## config.mk

```make
export PLATFORM = sky130hd
export DESIGN_NAME = rotate_right_carry
export DESIGN_NICKNAME = d
export VERILOG_FILES = /design/src/rrc_pkg.sv /design/src/rrc_file_mem.sv /design/src/rotate_right_carry.sv
export VERILOG_INCLUDE_DIRS = /design/src /design/src/src
export SDC_FILE = /design/constraint.sdc
export NUM_CORES = 1
export LEC_CHECK = 0
export BUFFER_PORTS_ARGS = -buffer_cell sky130_fd_sc_hd__buf_2
export CORE_AREA = 2 2 142 144
export CTS_BUF_LIST = sky130_fd_sc_hd__clkbuf_16
export DETAILED_ROUTE_END_ITERATION = 16
export DIE_AREA = 0 0 144 146
export PLACE_DENSITY = 0.8
export SLEW_MARGIN = 0
export SYNTH_ARGS = -nofsm -noshare
export SYNTH_HDL_FRONTEND = slang
export SYNTH_HIERARCHICAL = 1
export SYNTH_SLANG_ARGS = --single-unit
```

## constraint.sdc

```tcl
create_clock -name sys_clk -period 2.95 [get_ports sys_clk]
set_input_delay 0.1475 -clock sys_clk [delete_from_list [all_inputs] [get_ports sys_clk]]
set_output_delay 0.1475 -clock sys_clk [all_outputs]
set_load 0.005 [all_outputs]
```

## src/rrc_defines.svh

```systemverilog
// Constants for the rotate-right-through-carry datapath
`ifndef RRC_DEFINES_SVH
`define RRC_DEFINES_SVH

`define RRC_OPCODE      6'h0C
`define RRC_OP_MSB      11
`define RRC_OP_LSB      6
`define RRC_DEST_BIT    5
`define RRC_ADDR_MSB    4
`define RRC_ADDR_LSB    0
`define RRC_DATA_MSB    7
`define RRC_DATA_LSB    0
`define RRC_ROT_LSB     1
`define RRC_FILE_DEPTH  32
`define RRC_W_RST       8'h00
`define RRC_C_RST       1'b0
`define RRC_Z_RST       1'b0
`define RRC_DC_RST      1'b0
`define RRC_DEST_W      1'b0
`define RRC_DEST_F      1'b1

`endif

```

## src/rrc_pkg.sv

```systemverilog
// Types for the rotate-right-through-carry datapath
package rrc_pkg;
    typedef logic [7:0]  byte_t;
    typedef logic [4:0]  faddr_t;
    typedef logic [11:0] insn_t;
    typedef enum logic {st_idle, st_exec} phase_e;
endpackage

```

## src/rrc_file_mem.sv

```systemverilog
// 32 x 8 file register memory with registered read data
`timescale 1ns/1ns
`include "rrc_defines.svh"
module rrc_file_mem
    import rrc_pkg::*;
(
    input  wire logic   sys_clk, // Clock
    input  wire logic   ce,      // Clock enable
    input  wire faddr_t raddr,   // Read address
    output byte_t       rdata,   // Registered read data
    input  wire logic   we,      // Write enable
    input  wire faddr_t waddr,   // Write address
    input  wire byte_t  wdata    // Write data
);
    byte_t mem [0:`RRC_FILE_DEPTH-1];

    always_ff @(posedge sys_clk) begin
        if (ce) begin
            if (we) begin
                mem[waddr] <= wdata;
            end
            rdata <= mem[raddr];
        end
    end
endmodule // rrc_file_mem

```

## src/rotate_right_carry.sv

```systemverilog
// Rotate-right-through-carry instruction datapath
`timescale 1ns/1ns
`include "rrc_defines.svh"

// Function
// RL1: Match upper six opcode bits; bit 5 selects destination; bits 4:0 address.
// RL2: Shift right once; old carry enters bit 7; bit 0 becomes carry.
// RL3: Destination 0 writes accumulator; file register stays unchanged.
// RL4: Destination 1 writes file register; accumulator stays unchanged.
// RL5: One word, one instruction cycle; only carry changes among status bits.
module rotate_right_carry (
    input  wire logic           sys_clk,    // 100 MHz clock
    input  wire logic           rst,        // Sync reset, active high
    input  wire logic           ce,         // Clock enable
    input  wire rrc_pkg::insn_t insn,       // Instruction word
    input  wire logic           insn_valid, // Instruction presented
    input  wire logic           ld_we,      // Preload file write
    input  wire rrc_pkg::faddr_t ld_addr,   // Preload address
    input  wire rrc_pkg::byte_t ld_data,    // Preload data
    output rrc_pkg::byte_t      w_out,      // Working accumulator
    output logic                c_out,      // Carry flag
    output logic                z_out,      // Zero flag
    output logic                dc_out,     // Digit-carry flag
    output logic                done,       // Instruction retired pulse
    output rrc_pkg::byte_t      f_out,      // Last exec file write data
    output rrc_pkg::faddr_t     f_addr_out  // Last exec file write address
);
    import rrc_pkg::*;

    // ----------------------------------------
    // Decode
    // ----------------------------------------
    function automatic logic is_rrc(input insn_t i);
        is_rrc = (i[`RRC_OP_MSB:`RRC_OP_LSB] == `RRC_OPCODE);
    endfunction

    wire logic   hit  = insn_valid & is_rrc(insn);         // see RL1
    wire logic   dest = insn[`RRC_DEST_BIT];               // see RL1
    wire faddr_t addr = insn[`RRC_ADDR_MSB:`RRC_ADDR_LSB]; // see RL1

    // ----------------------------------------
    // State
    // ----------------------------------------
    phase_e ph_r;
    phase_e ph_nxt;
    logic   dest_r;
    faddr_t addr_r;
    byte_t  w_r;
    logic   c_r;
    logic   z_r;
    logic   dc_r;
    logic   done_r;
    byte_t  fo_r;
    faddr_t fa_r;
    byte_t  op;

    // Fetch phase reads the operand, exec phase retires: one cycle per insn
    always_comb begin
        case (ph_r)
            st_idle: ph_nxt = hit ? st_exec : st_idle;
            st_exec: ph_nxt = hit ? st_exec : st_idle;
            default: ph_nxt = st_idle;
        endcase
    end

    // ----------------------------------------
    // Datapath
    // ----------------------------------------
    // One-bit rotate with the carry flag as the ninth bit
    function automatic byte_t rot_right(input byte_t v, input logic cin);
        rot_right = {cin, v[`RRC_DATA_MSB:`RRC_ROT_LSB]};
    endfunction

    function automatic logic rot_carry(input byte_t v);
        rot_carry = v[`RRC_DATA_LSB];
    endfunction

    wire logic  exec   = (ph_r == st_exec);
    wire byte_t rot    = rot_right(op, c_r);                // see RL2
    wire logic  c_new  = rot_carry(op);                     // see RL2
    // Destination bit steers the single write of this cycle
    wire logic  wr_w   = exec & (dest_r == `RRC_DEST_W);    // see RL3
    wire logic  wr_f   = exec & (dest_r == `RRC_DEST_F);    // see RL4
    // ----------------------------------------
    // Write arbitration
    // ----------------------------------------
    // The exec cycle owns the port; a preload in that cycle is dropped whatever the destination
    wire logic  mem_we = wr_f | (ld_we & ~exec);
    wire faddr_t mem_wa = wr_f ? addr_r : ld_addr;
    wire byte_t mem_wd = wr_f ? rot : ld_data;

    // ----------------------------------------
    // Next values
    // ----------------------------------------
    wire byte_t  w_nxt  = wr_w ? rot : w_r;                 // see RL3
    wire logic   c_nxt  = exec ? c_new : c_r;               // see RL5
    wire byte_t  fo_nxt = wr_f ? rot : fo_r;                // see RL4
    wire faddr_t fa_nxt = wr_f ? addr_r : fa_r;             // see RL4

    // ----------------------------------------
    // Operand memory
    // ----------------------------------------
    // Read data is registered, so the operand arrives in the exec cycle
    rrc_file_mem u_mem (
        .sys_clk (sys_clk),
        .ce      (ce),
        .raddr   (addr),
        .rdata   (op),
        .we      (mem_we),
        .waddr   (mem_wa),
        .wdata   (mem_wd)
    );

    // ----------------------------------------
    // Instruction capture
    // ----------------------------------------
    // Phase follows the decoded hit on every enabled edge
    always_ff @(posedge sys_clk) begin
        if (rst) begin
            ph_r <= st_idle;
        end else if (ce) begin
            ph_r <= ph_nxt;
        end
    end

    // Destination and address ride along into the exec cycle
    always_ff @(posedge sys_clk) begin
        if (rst) begin
            dest_r <= `RRC_DEST_W;
        end else if (ce) begin
            dest_r <= dest;                                 // see RL1
        end
    end

    always_ff @(posedge sys_clk) begin
        if (rst) begin
            addr_r <= '0;
        end else if (ce) begin
            addr_r <= addr;                                 // see RL1
        end
    end

    // ----------------------------------------
    // Results
    // ----------------------------------------
    // Accumulator and carry take the rotate only in the exec cycle
    always_ff @(posedge sys_clk) begin
        if (rst) begin
            w_r <= `RRC_W_RST;
        end else if (ce) begin
            w_r <= w_nxt;                                   // see RL3
        end
    end

    always_ff @(posedge sys_clk) begin
        if (rst) begin
            c_r <= `RRC_C_RST;
        end else if (ce) begin
            c_r <= c_nxt;                                   // see RL2
        end
    end

    // Retire pulse marks the end of the exec cycle
    always_ff @(posedge sys_clk) begin
        if (rst) begin
            done_r <= 1'b0;
        end else if (ce) begin
            done_r <= exec;                                 // see RL5
        end
    end

    // ----------------------------------------
    // Status flags
    // ----------------------------------------
    // Zero and digit-carry are held: this op never touches them
    always_ff @(posedge sys_clk) begin
        if (rst) begin
            z_r <= `RRC_Z_RST;
        end else if (ce) begin
            z_r <= z_r;                                     // see RL5
        end
    end

    always_ff @(posedge sys_clk) begin
        if (rst) begin
            dc_r <= `RRC_DC_RST;
        end else if (ce) begin
            dc_r <= dc_r;                                   // see RL5
        end
    end

    // ----------------------------------------
    // File write report
    // ----------------------------------------
    // Last exec file write, for the outside to observe; preload writes are not reported
    always_ff @(posedge sys_clk) begin
        if (rst) begin
            fo_r <= '0;
        end else if (ce) begin
            fo_r <= fo_nxt;                                 // see RL4
        end
    end

    always_ff @(posedge sys_clk) begin
        if (rst) begin
            fa_r <= '0;
        end else if (ce) begin
            fa_r <= fa_nxt;                                 // see RL4
        end
    end

    // ----------------------------------------
    // Outputs
    // ----------------------------------------
    // Every output is a flop
    assign w_out      = w_r;
    assign c_out      = c_r;
    assign z_out      = z_r;
    assign dc_out     = dc_r;
    assign done       = done_r;
    assign f_out      = fo_r;
    assign f_addr_out = fa_r;
endmodule // rotate_right_carry

```

; Word level (Yosys, flattened, before mapping)
; Memory sizes are Yosys's and may differ from the RTL's. A register that Yosys moved wholly into a read port is not among the register bits.
; Cells that the tools add are included.
[totals]
mem_count = 1
input_bits = 30
mem_bits_rw = 256
ff_bits = 30
out_inout_bits = 25
elab_cells = 26
[op_classes]
n_eq_ne = 1
muxes = 6
n_bitwise = 7
reduce_logical = 3
[memory_table]
columns = memory, words, width, read_ports, rd_ports_with_merged_regs, write_ports, line_no
row1 = u_mem.mem, 32, 8, 1, 1, 1, rrc_file_mem.sv:15  ; byte_t mem [0:`RRC_FILE_DEPTH-1];
[ops]
columns = operator, n
row1 = $mux W8, 1
row2 = $eq A6 B4 Y1 const B, 1
row3 = $reduce_and A2 Y1, 3
row4 = $mux W5, 1
row5 = $and A1 B1 Y1, 4
row6 = $mux W1, 4
row7 = $not A1 Y1, 2
row8 = $or A1 B1 Y1, 1

; Depth between registers and ports, before layout
[depth]
word_depth = 6
ltp_mapped = 7
depth_no_buf = 5

; By module
; The synthesis kept the hierarchy.
[by_module_without_submodules]
columns = mod, cells_per_inst, seq_area_each_um2, instances, area_per_inst_um2
row1 = rrc_file_mem, 418, 7927.6, 1, 10138.5
row2 = rotate_right_carry, 138, 600.6, 1, 1357.6

; Least setup slack after synthesis
; OpenSTA, ideal clock, no wires.
[synth_timing]
kind = register -> register
from = register ph_r (netlist: exec)
to = memory u_mem/mem[18][0] in the netlist's numbering (enable)
arrival_ps = 1923
path_slack_ps = 656
path_stages_with_launch = 6
path_buffers = 1
path_cell_list = dfxtp_1 > nand2_4 > buf_6 > mux2_4 > or3b_2 > nor2_1
[synth_lines]
columns = element, line_no
row1 = start: declaration, rotate_right_carry.sv:44  ; phase_e ph_r;
row2 = start signal: assignment, rotate_right_carry.sv:120  ; ph_r <= st_idle;
row3 = start signal: assignment, rotate_right_carry.sv:122  ; ph_r <= ph_nxt;
row4 = $and A1 B1 Y1, rotate_right_carry.sv:83  ; wire logic wr_f = exec & (dest_r == `RRC_DEST_F);
row5 = $mux W5, rotate_right_carry.sv:89  ; wire faddr_t mem_wa = wr_f ? addr_r : ld_addr;
row6 = net mem_wa[3], rotate_right_carry.sv:89
row7 = end: declaration, rrc_file_mem.sv:15
; The timed path passes the listed nets, and every way through them passes these cells.

; Worst setup path after layout
[layout_timing]
from = register ph_r (netlist: exec)
to = memory u_mem/mem[8][5] in the netlist's numbering (enable)
; Same word-level chain as after synthesis.

==> run_results.csv <==
group,metric,value,unit
floorplan,ios,55,
drt,met2_length,12.4,mm
grt,gr-total-overflow,0,
worst_setup_path,worst_setup_path_start_kind,"flip-flop",
place,port-buffer-count,52,
worst_setup_path,worst_reg_to_reg_setup_slack,0.31,ns
final_layout,layout-drive-gt1-share,36.1,%
cts,holdBufCountCts,4,
drt,detailroute.via_count,5852,
grt,global_route_wire_length_before_repair,37.5,mm
worst_hold_path,worst_hold_path.num_cells,3,
worst_setup_path,r2r.worst_path.cells,4,
cts,cts_post_setup_buffers_inserted,0,
power,finalPower,8.18,mW
worst_setup_path,cp_max_fo,14,
cts,worst_setup_hold_path_clk_slew,0.06,ns
grt,grt_use_total,24.5,%
final_layout,num-nets-final,679,
floorplan,floorplan.core_area,0.0193,mm2
sta,final-max-slew-violation-count,0,
yosys,ys_seq_area_share,74.2,%
yosys,ys_seq_elements,294,
sta,skew,0.00965,ns
yosys,synth.cell_area,0.0115,mm2
yosys,post-synth-top-count-cell,"sky130_fd_sc_hd__edfxtp_1",
yosys,postSynthAreaPerCell,20.7,um2
floorplan,chipWidth,144,um
drt,route.detailed.drc,0,
floorplan,floorplan.initialDensity,59.5,%
drt,wl_per_cell,26.8,um
drt,drt_wl_total,25.0,mm
cts,clk_path_buf_depth,3,
cts,clk-insertion-delay-late,0.54,ns
place,dp.cells,880,
worst_setup_path,required,3.11,ns
floorplan,die_y,146,um
sta,maxSlewHeadroom,46.9,%
worst_setup_path,crit_arrival,2.80,ns
place,global_placer_s_final_weighted_congestion,0.840,
power,power.share.switching,20.5,%
floorplan,fp-row-count,51,
worst_setup_path,setup.worst_path.end,"u_mem/mem[8][5]",
worst_hold_path,min-delay-path-class,"in2reg",
cts,post_cts.resized_instances,0,
power,ir_drop,336,uV
floorplan,die-area,0.0210,mm2
final_layout,flow.area_growth_from_synthesis,13.9,%
place,final_hpwl_from_detailed_placement,15.1,mm
cts,cts_tree,"yes",
worst_setup_path,timing.rr.start,"exec",
final_layout,final_cell_count_no_fill,936,
yosys,post_synth_top_area_cell,"sky130_fd_sc_hd__edfxtp_1",
sta,setup-violations-final,0,
grt,grt_max_degree,33,
worst_setup_path,crit_start,"exec",
cts,cts.root.buffer_cell,"sky130_fd_sc_hd__clkbuf_16",
cts,htree_num_levels,1,
sta,worstMarginPinSlew,0.794,ns
cts,number_of_buffers_created_by_cts,28,
yosys,asyncSetResetFlopFracSynth,0,%
worst_setup_path,worst_setup_path_end_kind,"flip-flop",
yosys,synth_area_leaders,"sky130_fd_sc_hd__edfxtp_1, sky130_fd_sc_hd__mux4_2, sky130_fd_sc_hd__dfxtp_1, sky130_fd_sc_hd__nor2_1, sky130_fd_sc_hd__mux2i_1",
grt,first_global_vias,5936,
power,combinationalPowerShare,5.0,%
drt,antenna_left,0,
worst_setup_path,rr_endpoint,"u_mem/mem[8][5]",
flow_run,maxCapViolCount,0,
sta,period_minus_slack,2.64,ns
drt,drt_pass1_iterations,5,
cts,cts.sink_count,294,
run_status,run_status,"finished, final reports clean",
power,internal_power,6.50,mW
drt,top_signal_layer_used,"met4",
worst_hold_path,worstHoldStart,"insn[3]",
drt,drt_iter0_markers,629,
drt,met3_wirelength,2.18,mm
sta,tns,0,ns
sta,final.period_utilization,89.4,%
sta,rsz0062_at_grt,"no",
power,p_leak,4.44,nW
power,power_switching,1.68,mW
final_layout,num_antenna_cells,0,
yosys,post_synth_most_frequent_cells,"sky130_fd_sc_hd__edfxtp_1, sky130_fd_sc_hd__mux4_2, sky130_fd_sc_hd__nor2_1, sky130_fd_sc_hd__dfxtp_1, sky130_fd_sc_hd__nand2_1",
sta,hold_violations,0,
yosys,synth_edf_count,264,
yosys,synthCells,556,
yosys,most_frequently_used_flop_master_after_synthesis,"sky130_fd_sc_hd__edfxtp_1",
drt,vias_per_cell,6.25,
yosys,yosysUniqueCellTypes,32,
drt,wirelength_met1,9.96,mm
grt,antenna_violations_before_repair,0,
power,clock_network_power_share,39.1,%
power,power.density_cell_area,624,mW/mm2
power,power.share.sequential,55.9,%
worst_setup_path,setup.worst_path.class,"reg2reg",
yosys,top_area_cell_type_share_of_the_netlist_area,69.0,%
sta,clock.fmax,379,MHz
yosys,total_of_warnings_raised_by_yosys,6,
-- cell usage in the layout (no fill, tap or decap), types with 3 or more instances in the layout --
master / synthesis / layout
sky130_fd_sc_hd__a21oi_1: 6 / 6
sky130_fd_sc_hd__a21oi_2: 10 / 10
sky130_fd_sc_hd__buf_12: 0 / 4
sky130_fd_sc_hd__buf_2: 3 / 51
sky130_fd_sc_hd__buf_4: 9 / 33
sky130_fd_sc_hd__clkbuf_16: 0 / 29
sky130_fd_sc_hd__clkinv_1: 0 / 7
sky130_fd_sc_hd__clkinv_2: 0 / 5
sky130_fd_sc_hd__dfxtp_1: 30 / 30
sky130_fd_sc_hd__dlygate4sd3_1: 0 / 4
sky130_fd_sc_hd__edfxtp_1: 264 / 264
sky130_fd_sc_hd__inv_1: 1 / 8
sky130_fd_sc_hd__inv_2: 0 / 3
sky130_fd_sc_hd__mux2_2: 12 / 12
sky130_fd_sc_hd__mux2_4: 9 / 9
sky130_fd_sc_hd__mux2i_1: 14 / 14
sky130_fd_sc_hd__mux4_2: 80 / 80
sky130_fd_sc_hd__nand2_1: 29 / 29
sky130_fd_sc_hd__nand3_1: 4 / 4
sky130_fd_sc_hd__nand3b_1: 4 / 4
sky130_fd_sc_hd__nor2_1: 47 / 47
-- worst max-delay path, stage by stage (launching register included) --
cell                      delay (ns)
sky130_fd_sc_hd__dfxtp_1        0.48
sky130_fd_sc_hd__nand2_4        0.21
sky130_fd_sc_hd__mux2_4         0.37
sky130_fd_sc_hd__or3_1          0.58
sky130_fd_sc_hd__nor2_1         0.62
-- registers in the layout, indices dropped and copies added, names as in the netlist, 5 cells and up --
signal,count
u_mem/rdata,8
f_addr_out,5
addr_r,5
u_mem/mem,256
w_out,8
f_out,8
-- cells by family after synthesis --
kind of cell	count (synthesis)	synth area share (%)
AOI/OAI and AO/OA	17	1.07
buffers and inverters	31	1.57
DFF	294	74.2
muxes	115	19.2
other	1	0.0326
and+or+nand+nor	98	3.91
-- metal layers --
metal / vias up / GRT usage, %
li1: 2440 / -
met3: 43 / 4.31
met2: 357 / 39.7
met4: 0 / 6.37
met5: - / 0
met1: 3012 / 35.2
-- power groups by stage --
stage | logic [mW] | registers [mW] | clock network (mW)
after floorplan | 0.262 | 4.65 | 0
after global placement | 0.388 | 4.66 | 0
after detailed placement | 0.401 | 4.66 | 0
after CTS | 0.411 | 4.57 | 3.25
after global routing | 0.434 | 4.57 | 3.40
final | 0.410 | 4.57 | 3.20
-- final cells by class --
cell class | instances | area (um2)
tap | 265 | 332
timing repair buffer | 92 | 623
inverter | 1 | 3.75
multi-input combinational | 232 | 2790
clock inverter | 23 | 95.1
sequential | 294 | 8530
fill | 1147 | 6240
clock buffer | 29 | 726
-- per-stage QoR --
stage / utilization [%] / instance area (um2) / hold WS [ns] / worst slack [ns]
finish: 67.7 / 13100 / 0.0510 / 0.312
global route: 67.7 / 13100 / 0.0689 / 0.172
CTS: 67.7 / 13100 / 0.0396 / 0.365
detailed placement: 63.3 / 12200 / 0.395 / 0.400
global placement: 63.3 / 12200 / 0.388 / 0.512
floorplan: - / 11500 / 0.260 / 0.656
-- worst min path at each step --
stage / to
after floorplan: u_mem/rdata[0]
after detailed placement: dest_r
final: addr_r[3]
after global placement: dest_r
after CTS: addr_r[3]
after global routing: addr_r[3]
(Power assumes the default switching activity.)
